$ cat config.mk
export PLATFORM = sky130hd
export DESIGN_NAME = atsd_regs
export DESIGN_NICKNAME = d
export VERILOG_FILES = /design/src/atsd_pkg.sv /design/src/atsd_spi_slave.sv /design/src/atsd_swap_timer.sv /design/src/atsd_regs.sv
export SDC_FILE = /design/constraint.sdc
export NUM_CORES = 1
export LEC_CHECK = 0
export BUFFER_PORTS_ARGS = -buffer_cell sky130_fd_sc_hd__buf_2
export CAP_MARGIN = 20
export CELL_PAD_IN_SITES_DETAIL_PLACEMENT = 1
export CELL_PAD_IN_SITES_GLOBAL_PLACEMENT = 1
export CORE_ASPECT_RATIO = 1.4
export CORE_MARGIN = 5
export CORE_UTILIZATION = 40
export DETAILED_ROUTE_END_ITERATION = 7
export PLACE_DENSITY = 0.78
export SLEW_MARGIN = 10
export SYNTH_ARGS = -nofsm -noshare
export SYNTH_HDL_FRONTEND = slang
export SYNTH_HIERARCHICAL = 1
export SYNTH_SLANG_ARGS = --single-unit
export TNS_END_PERCENT = 30
$ cat constraint.sdc
create_clock -name clk -period 2.3 [get_ports clk]
set_input_delay 0.46 -clock clk [delete_from_list [all_inputs] [get_ports clk]]
set_output_delay 0.46 -clock clk [all_outputs]
set_load 0.1 [all_outputs]
$ cat src/atsd_pkg.sv
// atsd_pkg: addresses, reset values, field layout and timing constants
// of the trim, swap-delay and dither register bank.
// assumes a serial register port with a 15-bit address and 8-bit data.
`default_nettype none

package atsd_pkg;

  localparam int ADDR_W    = 15;
  localparam int DATA_W    = 8;
  localparam int DLY_W     = 5;
  localparam int DITH_W    = 3;
  localparam int N_INPUTS  = 4;
  localparam int OVL_CNT_W = 7;
  localparam int BIT_CNT_W = 5;

  // register addresses
  localparam logic [ADDR_W-1:0] ADDR_TRIM_A = 15'h007e;
  localparam logic [ADDR_W-1:0] ADDR_TRIM_B = 15'h007f;
  localparam logic [ADDR_W-1:0] ADDR_TRIM_C = 15'h0080;
  localparam logic [ADDR_W-1:0] ADDR_TRIM_D = 15'h0081;
  localparam logic [ADDR_W-1:0] ADDR_OVL    = 15'h009a;
  localparam logic [ADDR_W-1:0] ADDR_STEER  = 15'h009b;
  localparam logic [ADDR_W-1:0] ADDR_DITH   = 15'h009d;

  // reset values
  localparam logic [DATA_W-1:0] RST_TRIM  = 8'h00;
  localparam logic [DLY_W-1:0]  RST_OVL   = 5'h08;
  localparam logic [DLY_W-1:0]  RST_STEER = 5'h07;
  localparam logic [DITH_W-1:0] RST_DITH  = 3'h0;

  // dither field positions
  localparam int DITH_EN_BIT  = 0;
  localparam int DITH_AMP_BIT = 1;
  localparam int DITH_ERR_BIT = 2;

  // overlap length is base plus twice the delay field
  localparam logic [OVL_CNT_W-1:0] OVL_BASE = 7'h04;

  // serial frame: read flag, address, data
  localparam logic [BIT_CNT_W-1:0] HDR_BITS   = 5'h10;
  localparam logic [BIT_CNT_W-1:0] FRAME_BITS = 5'h18;
  localparam int                   RNW_POS    = 14;

  // register selector produced by the address decoder
  typedef enum logic [2:0] {
    ATSD_SEL_TRIM_A = 3'h0,
    ATSD_SEL_TRIM_B = 3'h1,
    ATSD_SEL_TRIM_C = 3'h2,
    ATSD_SEL_TRIM_D = 3'h3,
    ATSD_SEL_OVL    = 3'h4,
    ATSD_SEL_STEER  = 3'h5,
    ATSD_SEL_DITH   = 3'h6,
    ATSD_SEL_NONE   = 3'h7
  } atsd_sel_e;

  // swap sequencer states, gray along idle-active-done
  typedef enum logic [1:0] {
    ATSD_SW_IDLE   = 2'h0,
    ATSD_SW_ACTIVE = 2'h1,
    ATSD_SW_DONE   = 2'h3
  } atsd_swap_e;

endpackage : atsd_pkg

`default_nettype wire

$ cat src/atsd_spi_slave.sv
// atsd_spi_slave: serial register port, mode 0, msb first.
// frame is 24 bits: read flag, 15-bit address, 8 data bits.
// assumes sclk and scs_n are synchronous to clk and much slower than it.
`default_nettype none

module atsd_spi_slave
  import atsd_pkg::*;
(
  input  wire logic              clk,     // system clock
  input  wire logic              srst,    // synchronous reset
  input  wire logic              sclk,    // serial clock pin
  input  wire logic              scs_n,   // chip select, active low
  input  wire logic              sdi,     // serial data in
  input  wire logic [DATA_W-1:0] rd_data, // read data for addr
  output logic                   sdo,     // serial data out
  output logic                   sdo_oe,  // sdo drive enable
  output logic                   wr_stb,  // one-cycle write pulse
  output logic [ADDR_W-1:0]      addr,    // latched address
  output logic [DATA_W-1:0]      wdata    // write data
);

  logic                 sclk_q, sclk_d;
  logic [BIT_CNT_W-1:0] cnt_q, cnt_d;
  logic [DATA_W*3-1:0]  shin_q, shin_d;
  logic [DATA_W-1:0]    shout_q, shout_d;
  logic [ADDR_W-1:0]    addr_q, addr_d;
  logic [DATA_W-1:0]    wdata_q, wdata_d;
  logic                 rnw_q, rnw_d;
  logic                 ld_q, ld_d;
  logic                 wr_q, wr_d;
  logic                 sdo_q, sdo_d;
  logic                 oe_q, oe_d;
  logic                 rise, fall;

  assign rise   = sclk & ~sclk_q & ~scs_n;
  assign fall   = ~sclk & sclk_q & ~scs_n;
  assign sdo    = sdo_q;
  assign sdo_oe = oe_q;
  assign wr_stb = wr_q;
  assign addr   = addr_q;
  assign wdata  = wdata_q;

  ////////////////////////////////////////////////////////////////////////////
  // frame decode; bits past the 24th are ignored, no address streaming
  always_comb begin
    sclk_d  = sclk;
    cnt_d   = cnt_q;
    shin_d  = shin_q;
    shout_d = shout_q;
    addr_d  = addr_q;
    wdata_d = wdata_q;
    rnw_d   = rnw_q;
    ld_d    = 1'b0;
    wr_d    = 1'b0;
    sdo_d   = sdo_q;
    oe_d    = oe_q;
    if (scs_n) begin
      cnt_d = '0;
      oe_d  = 1'b0;
    end else if (rise && cnt_q != FRAME_BITS) begin
      shin_d = {shin_q[DATA_W*3-2:0], sdi};
      cnt_d  = cnt_q + 5'h01;
      if (cnt_q == HDR_BITS - 5'h01) begin
        addr_d = {shin_q[ADDR_W-2:0], sdi};
        rnw_d  = shin_q[RNW_POS];
        ld_d   = shin_q[RNW_POS];
      end
      if (cnt_q == FRAME_BITS - 5'h01 && !rnw_q) begin
        wdata_d = {shin_q[DATA_W-2:0], sdi};
        wr_d    = 1'b1;
      end
    end else if (fall && rnw_q && cnt_q >= HDR_BITS) begin
      // data changes on the falling edge so the host samples it on rise
      sdo_d   = shout_q[DATA_W-1];
      shout_d = {shout_q[DATA_W-2:0], 1'b0};
      oe_d    = 1'b1;
    end
    // read data is taken one cycle after the address settles
    if (ld_q) begin
      shout_d = rd_data;
    end
  end

  always_ff @(posedge clk) begin
    if (srst) begin
      sclk_q  <= 1'b0;
      cnt_q   <= '0;
      shin_q  <= '0;
      shout_q <= '0;
      addr_q  <= '0;
      wdata_q <= '0;
      rnw_q   <= 1'b0;
      ld_q    <= 1'b0;
      wr_q    <= 1'b0;
      sdo_q   <= 1'b0;
      oe_q    <= 1'b0;
    end else begin
      sclk_q  <= sclk_d;
      cnt_q   <= cnt_d;
      shin_q  <= shin_d;
      shout_q <= shout_d;
      addr_q  <= addr_d;
      wdata_q <= wdata_d;
      rnw_q   <= rnw_d;
      ld_q    <= ld_d;
      wr_q    <= wr_d;
      sdo_q   <= sdo_d;
      oe_q    <= oe_d;
    end
  end

endmodule : atsd_spi_slave

`default_nettype wire

$ cat src/atsd_swap_timer.sv
// atsd_swap_timer: times one background core swap: overlap window and
// the toggle of the steering select. counts converter clock cycles,
// which here are cycles of clk.
`default_nettype none

module atsd_swap_timer
  import atsd_pkg::*;
(
  input  wire logic             clk,            // converter clock
  input  wire logic             srst,           // synchronous reset
  input  wire logic             swap_start,     // swap request pulse
  input  wire logic [DLY_W-1:0] overlap_dly,    // overlap delay field
  input  wire logic [DLY_W-1:0] steer_dly,      // steering delay field
  output logic                  overlap_active, // both cores sample
  output logic                  steer_sel,      // steering select
  output logic                  busy            // swap in progress
);

  atsd_swap_e           st_q, st_d;
  logic [OVL_CNT_W-1:0] ovl_q, ovl_d;
  logic [DLY_W-1:0]     str_q, str_d;
  logic                 pend_q, pend_d;
  logic                 act_q, act_d;
  logic                 sel_q, sel_d;
  logic                 busy_q, busy_d;

  // busy is kept in its own flop so the top output comes straight from one
  assign overlap_active = act_q;
  assign steer_sel      = sel_q;
  assign busy           = busy_q;

  ////////////////////////////////////////////////////////////////////////////
  // delays are captured at start so a write mid-swap cannot tear it
  always_comb begin
    st_d   = st_q;
    ovl_d  = ovl_q;
    str_d  = str_q;
    pend_d = pend_q;
    act_d  = act_q;
    sel_d  = sel_q;
    unique case (st_q)
      ATSD_SW_IDLE: begin
        if (swap_start) begin
          st_d   = ATSD_SW_ACTIVE;
          act_d  = 1'b1;
          ovl_d  = OVL_BASE + {1'b0, overlap_dly, 1'b0} - 7'h01;
          str_d  = steer_dly;
          pend_d = 1'b1;
        end
      end
      ATSD_SW_ACTIVE: begin
        if (act_q) begin
          if (ovl_q == '0) act_d = 1'b0;
          else ovl_d = ovl_q - 7'h01;
        end
        if (pend_q) begin
          if (str_q == '0) begin
            sel_d  = ~sel_q;
            pend_d = 1'b0;
          end else begin
            str_d = str_q - 5'h01;
          end
        end
        if (!act_q && !pend_q) st_d = ATSD_SW_DONE;
      end
      ATSD_SW_DONE: begin
        st_d = ATSD_SW_IDLE;
      end
      // the unused code falls back to idle rather than hanging
      default: begin
        st_d = ATSD_SW_IDLE;
      end
    endcase
    busy_d = (st_d != ATSD_SW_IDLE);
  end

  always_ff @(posedge clk) begin
    if (srst) begin
      st_q   <= ATSD_SW_IDLE;
      ovl_q  <= '0;
      str_q  <= '0;
      pend_q <= 1'b0;
      act_q  <= 1'b0;
      sel_q  <= 1'b0;
      busy_q <= 1'b0;
    end else begin
      st_q   <= st_d;
      ovl_q  <= ovl_d;
      str_q  <= str_d;
      pend_q <= pend_d;
      act_q  <= act_d;
      sel_q  <= sel_d;
      busy_q <= busy_d;
    end
  end

endmodule : atsd_swap_timer

`default_nettype wire

$ cat src/atsd_regs.sv
// atsd_regs: termination trim, swap delay and dither register bank
// behind the serial register port, with the swap timer it steers.
// assumes fuse values are stable from reset and that swap_start comes
// from the calibration engine as a one-cycle pulse.
`default_nettype none

module atsd_regs
  import atsd_pkg::*;
(
  input  wire logic              clk,                     // 100 MHz clock
  input  wire logic              srst,                    // sync reset
  input  wire logic              sclk,                    // serial clock
  input  wire logic              scs_n,                   // select, low
  input  wire logic              sdi,                     // serial in
  output logic                   sdo,                     // serial out
  output logic                   sdo_oe,                  // sdo enable
  input  wire logic [DATA_W-1:0] fuse_trim_a,             // fuse trim a
  input  wire logic [DATA_W-1:0] fuse_trim_b,             // fuse trim b
  input  wire logic [DATA_W-1:0] fuse_trim_c,             // fuse trim c
  input  wire logic [DATA_W-1:0] fuse_trim_d,             // fuse trim d
  input  wire logic              swap_start,              // swap pulse
  output logic [DATA_W-1:0]      input_a_term_trim,       // trim a
  output logic [DATA_W-1:0]      input_b_term_trim,       // trim b
  output logic [DATA_W-1:0]      input_c_term_trim,       // trim c
  output logic [DATA_W-1:0]      input_d_term_trim,       // trim d
  output logic                   dither_enable,           // dither on
  output logic                   dither_amplitude_select, // large dither
  output logic                   rounding_error_select,   // error to dc
  output logic                   swap_overlap_active,     // overlap window
  output logic                   steer_sel,               // steering select
  output logic                   swap_busy                // swap running
);

  ////////////////////////////////////////////////////////////////////////////
  // address decode, shared by the write and read paths
  function automatic atsd_sel_e reg_sel(input logic [ADDR_W-1:0] a);
    atsd_sel_e s;
    s = ATSD_SEL_NONE;
    unique case (a)
      ADDR_TRIM_A: s = ATSD_SEL_TRIM_A;
      ADDR_TRIM_B: s = ATSD_SEL_TRIM_B;
      ADDR_TRIM_C: s = ATSD_SEL_TRIM_C;
      ADDR_TRIM_D: s = ATSD_SEL_TRIM_D;
      ADDR_OVL:    s = ATSD_SEL_OVL;
      ADDR_STEER:  s = ATSD_SEL_STEER;
      ADDR_DITH:   s = ATSD_SEL_DITH;
      default:     s = ATSD_SEL_NONE;
    endcase
    return s;
  endfunction : reg_sel

  logic              wr_stb;
  logic [ADDR_W-1:0] addr;
  logic [DATA_W-1:0] wdata;
  logic [DATA_W-1:0] rd_data;
  atsd_sel_e         sel;

  logic [DATA_W-1:0] fuse_w [N_INPUTS];
  logic [DATA_W-1:0] trim_q [N_INPUTS];
  logic [DATA_W-1:0] trim_d [N_INPUTS];
  logic              fuse_ld_q, fuse_ld_d;
  logic [DLY_W-1:0]  ovl_q, ovl_d;
  logic [DLY_W-1:0]  steer_q, steer_d;
  logic [DITH_W-1:0] dith_q, dith_d;

  assign sel       = reg_sel(addr);
  assign fuse_w[0] = fuse_trim_a;
  assign fuse_w[1] = fuse_trim_b;
  assign fuse_w[2] = fuse_trim_c;
  assign fuse_w[3] = fuse_trim_d;

  ////////////////////////////////////////////////////////////////////////////
  // serial port
  atsd_spi_slave u_spi (
    .clk     (clk),
    .srst    (srst),
    .sclk    (sclk),
    .scs_n   (scs_n),
    .sdi     (sdi),
    .rd_data (rd_data),
    .sdo     (sdo),
    .sdo_oe  (sdo_oe),
    .wr_stb  (wr_stb),
    .addr    (addr),
    .wdata   (wdata)
  );

  ////////////////////////////////////////////////////////////////////////////
  // fuse preload: flag set by reset, so trims load on the first cycle
  // after release rather than sampling a port inside the reset branch
  always_comb begin
    fuse_ld_d = 1'b0;
  end

  always_ff @(posedge clk) begin
    if (srst) fuse_ld_q <= 1'b1;
    else      fuse_ld_q <= fuse_ld_d;
  end

  ////////////////////////////////////////////////////////////////////////////
  // termination trims, one per analog input
  for (genvar g = 0; g < N_INPUTS; g++) begin : g_trim
    always_comb begin
      trim_d[g] = trim_q[g];
      if (fuse_ld_q) begin
        trim_d[g] = fuse_w[g];
      end else if (wr_stb && sel == atsd_sel_e'(g)) begin
        trim_d[g] = wdata;
      end
    end

    always_ff @(posedge clk) begin
      if (srst) trim_q[g] <= RST_TRIM;
      else      trim_q[g] <= trim_d[g];
    end
  end

  ////////////////////////////////////////////////////////////////////////////
  // swap delays and dither control; reserved bits are not stored, since
  // software must write them as zero and they then read back as zero
  always_comb begin
    ovl_d   = ovl_q;
    steer_d = steer_q;
    dith_d  = dith_q;
    if (wr_stb) begin
      unique case (sel)
        // writes are not gated by calibration state; software owns that
        ATSD_SEL_OVL:   ovl_d   = wdata[DLY_W-1:0];
        ATSD_SEL_STEER: steer_d = wdata[DLY_W-1:0];
        ATSD_SEL_DITH:  dith_d  = wdata[DITH_W-1:0];
        default: begin
        end
      endcase
    end
  end

  always_ff @(posedge clk) begin
    if (srst) begin
      ovl_q   <= RST_OVL;
      steer_q <= RST_STEER;
      dith_q  <= RST_DITH;
    end else begin
      ovl_q   <= ovl_d;
      steer_q <= steer_d;
      dith_q  <= dith_d;
    end
  end

  ////////////////////////////////////////////////////////////////////////////
  // read mux; unmapped addresses read zero
  always_comb begin
    rd_data = '0;
    unique case (sel)
      ATSD_SEL_TRIM_A,
      ATSD_SEL_TRIM_B,
      ATSD_SEL_TRIM_C,
      ATSD_SEL_TRIM_D: rd_data = trim_q[sel[1:0]];
      ATSD_SEL_OVL:    rd_data = {3'h0, ovl_q};
      ATSD_SEL_STEER:  rd_data = {3'h0, steer_q};
      ATSD_SEL_DITH:   rd_data = {5'h00, dith_q};
      default:         rd_data = '0;
    endcase
  end

  ////////////////////////////////////////////////////////////////////////////
  // background swap timing
  atsd_swap_timer u_swap (
    .clk            (clk),
    .srst           (srst),
    .swap_start     (swap_start),
    .overlap_dly    (ovl_q),
    .steer_dly      (steer_q),
    .overlap_active (swap_overlap_active),
    .steer_sel      (steer_sel),
    .busy           (swap_busy)
  );

  // outputs straight from the register flops
  assign input_a_term_trim       = trim_q[0];
  assign input_b_term_trim       = trim_q[1];
  assign input_c_term_trim       = trim_q[2];
  assign input_d_term_trim       = trim_q[3];
  assign dither_enable           = dith_q[DITH_EN_BIT];
  assign dither_amplitude_select = dith_q[DITH_AMP_BIT];
  assign rounding_error_select   = dith_q[DITH_ERR_BIT];

endmodule : atsd_regs

`default_nettype wire

==> results.ini <==
[run_status]
status=finished clean

[cts]
clk_latency_ns=0.43
cts.path.max_buffers=2
htreeDepth=4
clkTransAtPathRegs_ns=0.05
clock-sinks=121
cts_hold_buf=0
tritoncts=yes
cts_buffers=17
root_buffer=clkbuf_16

[worst_setup_path]
cp_top_family=simple AND/OR/NAND/NOR gates
r2r-start=u_spi/addr[14]$_SDFFE_PP0P_
end_kind=flop
worst_path_largest_cell_delay_ns=0.58
worst-path-buf-inv=1
r2r_cells=8
crit_type=flop to flop
critPathMaxFanout=5
r2r_slack_ns=0.002
cp-start-kind=flop
crit_chain=or4_4, or2_4, nor4_4, buf_4, a21oi_1, o221ai_1, nor2b_1, a2111oi_0
cp.required_ns=2.60
cp.arrival_ns=2.60
timing.rr.end=u_spi/shout_q[4]$_SDFFE_PP0P_
crit_path_top_delay_cell=or4_4

[place]
dpl-instance-area_um2=6730
io_buffer_count=77
dp_hpwl_mm=13.8
dp.cells=942
gp_congestion=0.899
pre_cts_ws_ns=-0.249

[pwr]
p_per_area_nw_per_um2=757
ir_worst_vdd_uv=535
switching_share_pct=28.8
power_frac_comb_pct=14.2
seq_power_share_pct=40.2
p_sw_mw=1.62
finalPower_mw=5.63
leakage_nw=2.95
p_int_mw=4.01
pwr-share-clk_pct=45.6

[yosys]
synth.most_common_cell=dfxtp_1
synthFlopType=dfxtp_1
ys_ff_latch=121
netlist_area_um2=6070
yosysWarnings=6
yosys-top-cells-area=dfxtp_1, mux2i_1, a21oi_1
ys_seq_area_share_pct=39.9
synth_top_area_share_pct=39.9
synthesis.nets=741
synth_top_cell_by_area=dfxtp_1
syn_inst=696
syn_avg_cell_area_um2=8.72
synth_edf_count=0
synthArstFlopShare_pct=0
synthTopCellsByCount=dfxtp_1, a21oi_1, mux2i_1, nor2_1, clkbuf_1
synth_cell_type_count=71

[cells_and_area]
syn_to_final_growth_pct=22.6
fin_nets=819
drive_above_1_share_pct=23.4
final_cells=977
antenna_cells=0
fin_area_um2=7440
utilization_pct=49.6

[die]
die_width_um=114
num_io_pins=78
core_um2=15000
die-area_um2=17800
initial_core_util_pct=40.5
die_h_um=156
rows=53

[sta]
rsz0062_at_grt=true
drv_slew=0
tns_ns=0
layout_setup_ws_ns=0.00234
skew_ns=0.00692
clock.fmax_ghz=0.435
min_period_over_period_pct=99.9
maxSlewHeadroom_pct=48.6
setup_viol=0
finalHoldViolations=0
tightest_slew_ns=0.771
whs_ns=0.302
fin_crit_ns=2.30

[worst_hold_path]
hold_depth=3
worstHoldStart=fuse_trim_d[3]
holdCritPathClass=input pin to flop
min_to=trim_q[3][3]$_SDFFE_PP0P_

[global_route]
grt_pass1_wl_mm=31.0
grt_usage_pct=21.9
antenna_found_initial=0
grt_pass1_vias=5992
grt.overflow.total=0
grt_max_degree=77

[drt]
dr_total_vias=5688
dr.pass1.iters=4
drc=0
vias_per_cell=5.82
drt.antenna.violating_nets=0
wl_per_cell_um=19.9
drt_iter0_drc=364
drt-total-wl_mm=19.5

[flow_run]
maxCapViolCount=0

layout by cell type (no fill, tap or decap), types with 11 or more instances in the layout:
cell / instances
buf_2: 76
nor3_1: 24
inv_1: 33
mux2i_1: 48
nor2b_1: 35
nand4_1: 13
nor4_1: 11
o21ai_0: 34
nand3_1: 24
nand2_1: 18
nor2_1: 47
a21oi_1: 53
nand2b_1: 26
buf_4: 33
dfxtp_1: 119
clkbuf_16: 17
sequential cells by signal (all words and copies together) (netlist names), 2 cells and up:
signal	cells
dith_q	3
ovl_q	5
steer_q	5
trim_q	32
u_spi/addr	15
u_spi/cnt_q	5
u_spi/shin_q	15
u_spi/shout_q	8
u_spi/wdata	8
u_swap/ovl_q	7
u_swap/st_q	2
u_swap/str_q	5
tightest hold or removal path, stage by stage:
cell,delay (ns)
buf_2,0.10
inv_1,0.05
a221oi_1,0.07
power by group through the flow:
stage,Combinational (mW),Clock (mW),Sequential [mW]
after detailed placement,0.793,0,2.30
after CTS,0.801,2.60,2.26
final,0.800,2.57,2.26
after global routing,0.856,2.69,2.27
after floorplan,0.335,0,2.57
after global placement,0.768,0,2.30
cell type report:
| cell class | instances | area [um2] |
|---|---|---|
| inverter | 34 | 128 |
| timing repair buffer | 113 | 691 |
| clock buffer | 20 | 457 |
| multi-input combinational | 487 | 3400 |
| sequential | 121 | 2420 |
| tap | 192 | 240 |
| clock inverter | 10 | 103 |
| fill | 1767 | 7550 |
metal layers:
layer | vias up | routed length [um] | track usage (%)
li1 | 2702 | - | -
met1 | 2781 | 7480 | 23.8
met2 | 142 | 10200 | 38.8
met3 | 63 | 897 | 4.93
met4 | 0 | 888 | 12.1
met5 | - | 0 | 0
how the worst max path moves through the flow:
stage / start / to / slack (ns) / cells past startpoint
floorplan: u_spi/addr[1]$_SDFFE_PP0P_ / u_spi/shout_q[2]$_SDFFE_PP0P_ / 0.004 / 8
global placement: u_spi/addr[10]$_SDFFE_PP0P_ / u_spi/shout_q[2]$_SDFFE_PP0P_ / 0.03 / 8
detailed placement: u_spi/addr[10]$_SDFFE_PP0P_ / trim_q[2][4]$_SDFFE_PP0P_ / -0.25 / 6
CTS: u_spi/addr[12]$_SDFFE_PP0P_ / u_spi/shout_q[1]$_SDFFE_PP0P_ / 0.02 / 9
global route: u_spi/addr[14]$_SDFFE_PP0P_ / u_spi/shout_q[2]$_SDFFE_PP0P_ / -0.05 / 8
finish: u_spi/addr[14]$_SDFFE_PP0P_ / u_spi/shout_q[4]$_SDFFE_PP0P_ / 0.002 / 8
cells by family (layout without fill, tap and decap cells):
| kind of cell | Yosys count | in the layout | synth area share [%] |
|---|---|---|---|
| xor+xnor | 3 | 3 | 0.433 |
| compound gates | 177 | 177 | 20.1 |
| buf+inv | 88 | 177 | 6.02 |
| mux | 51 | 51 | 8.48 |
| simple gates | 249 | 249 | 23.6 |
| flops | 121 | 121 | 39.9 |
| fa+ha+maj | 7 | 7 | 1.44 |
timing repair:
action	CTS	global route
setup endpoints to repair	18	18
gates cloned	0	1
pin swaps	7	14
resized for setup	12	24
buffers inserted	2	2
Note: power is estimated with default switching activity, not from simulation.
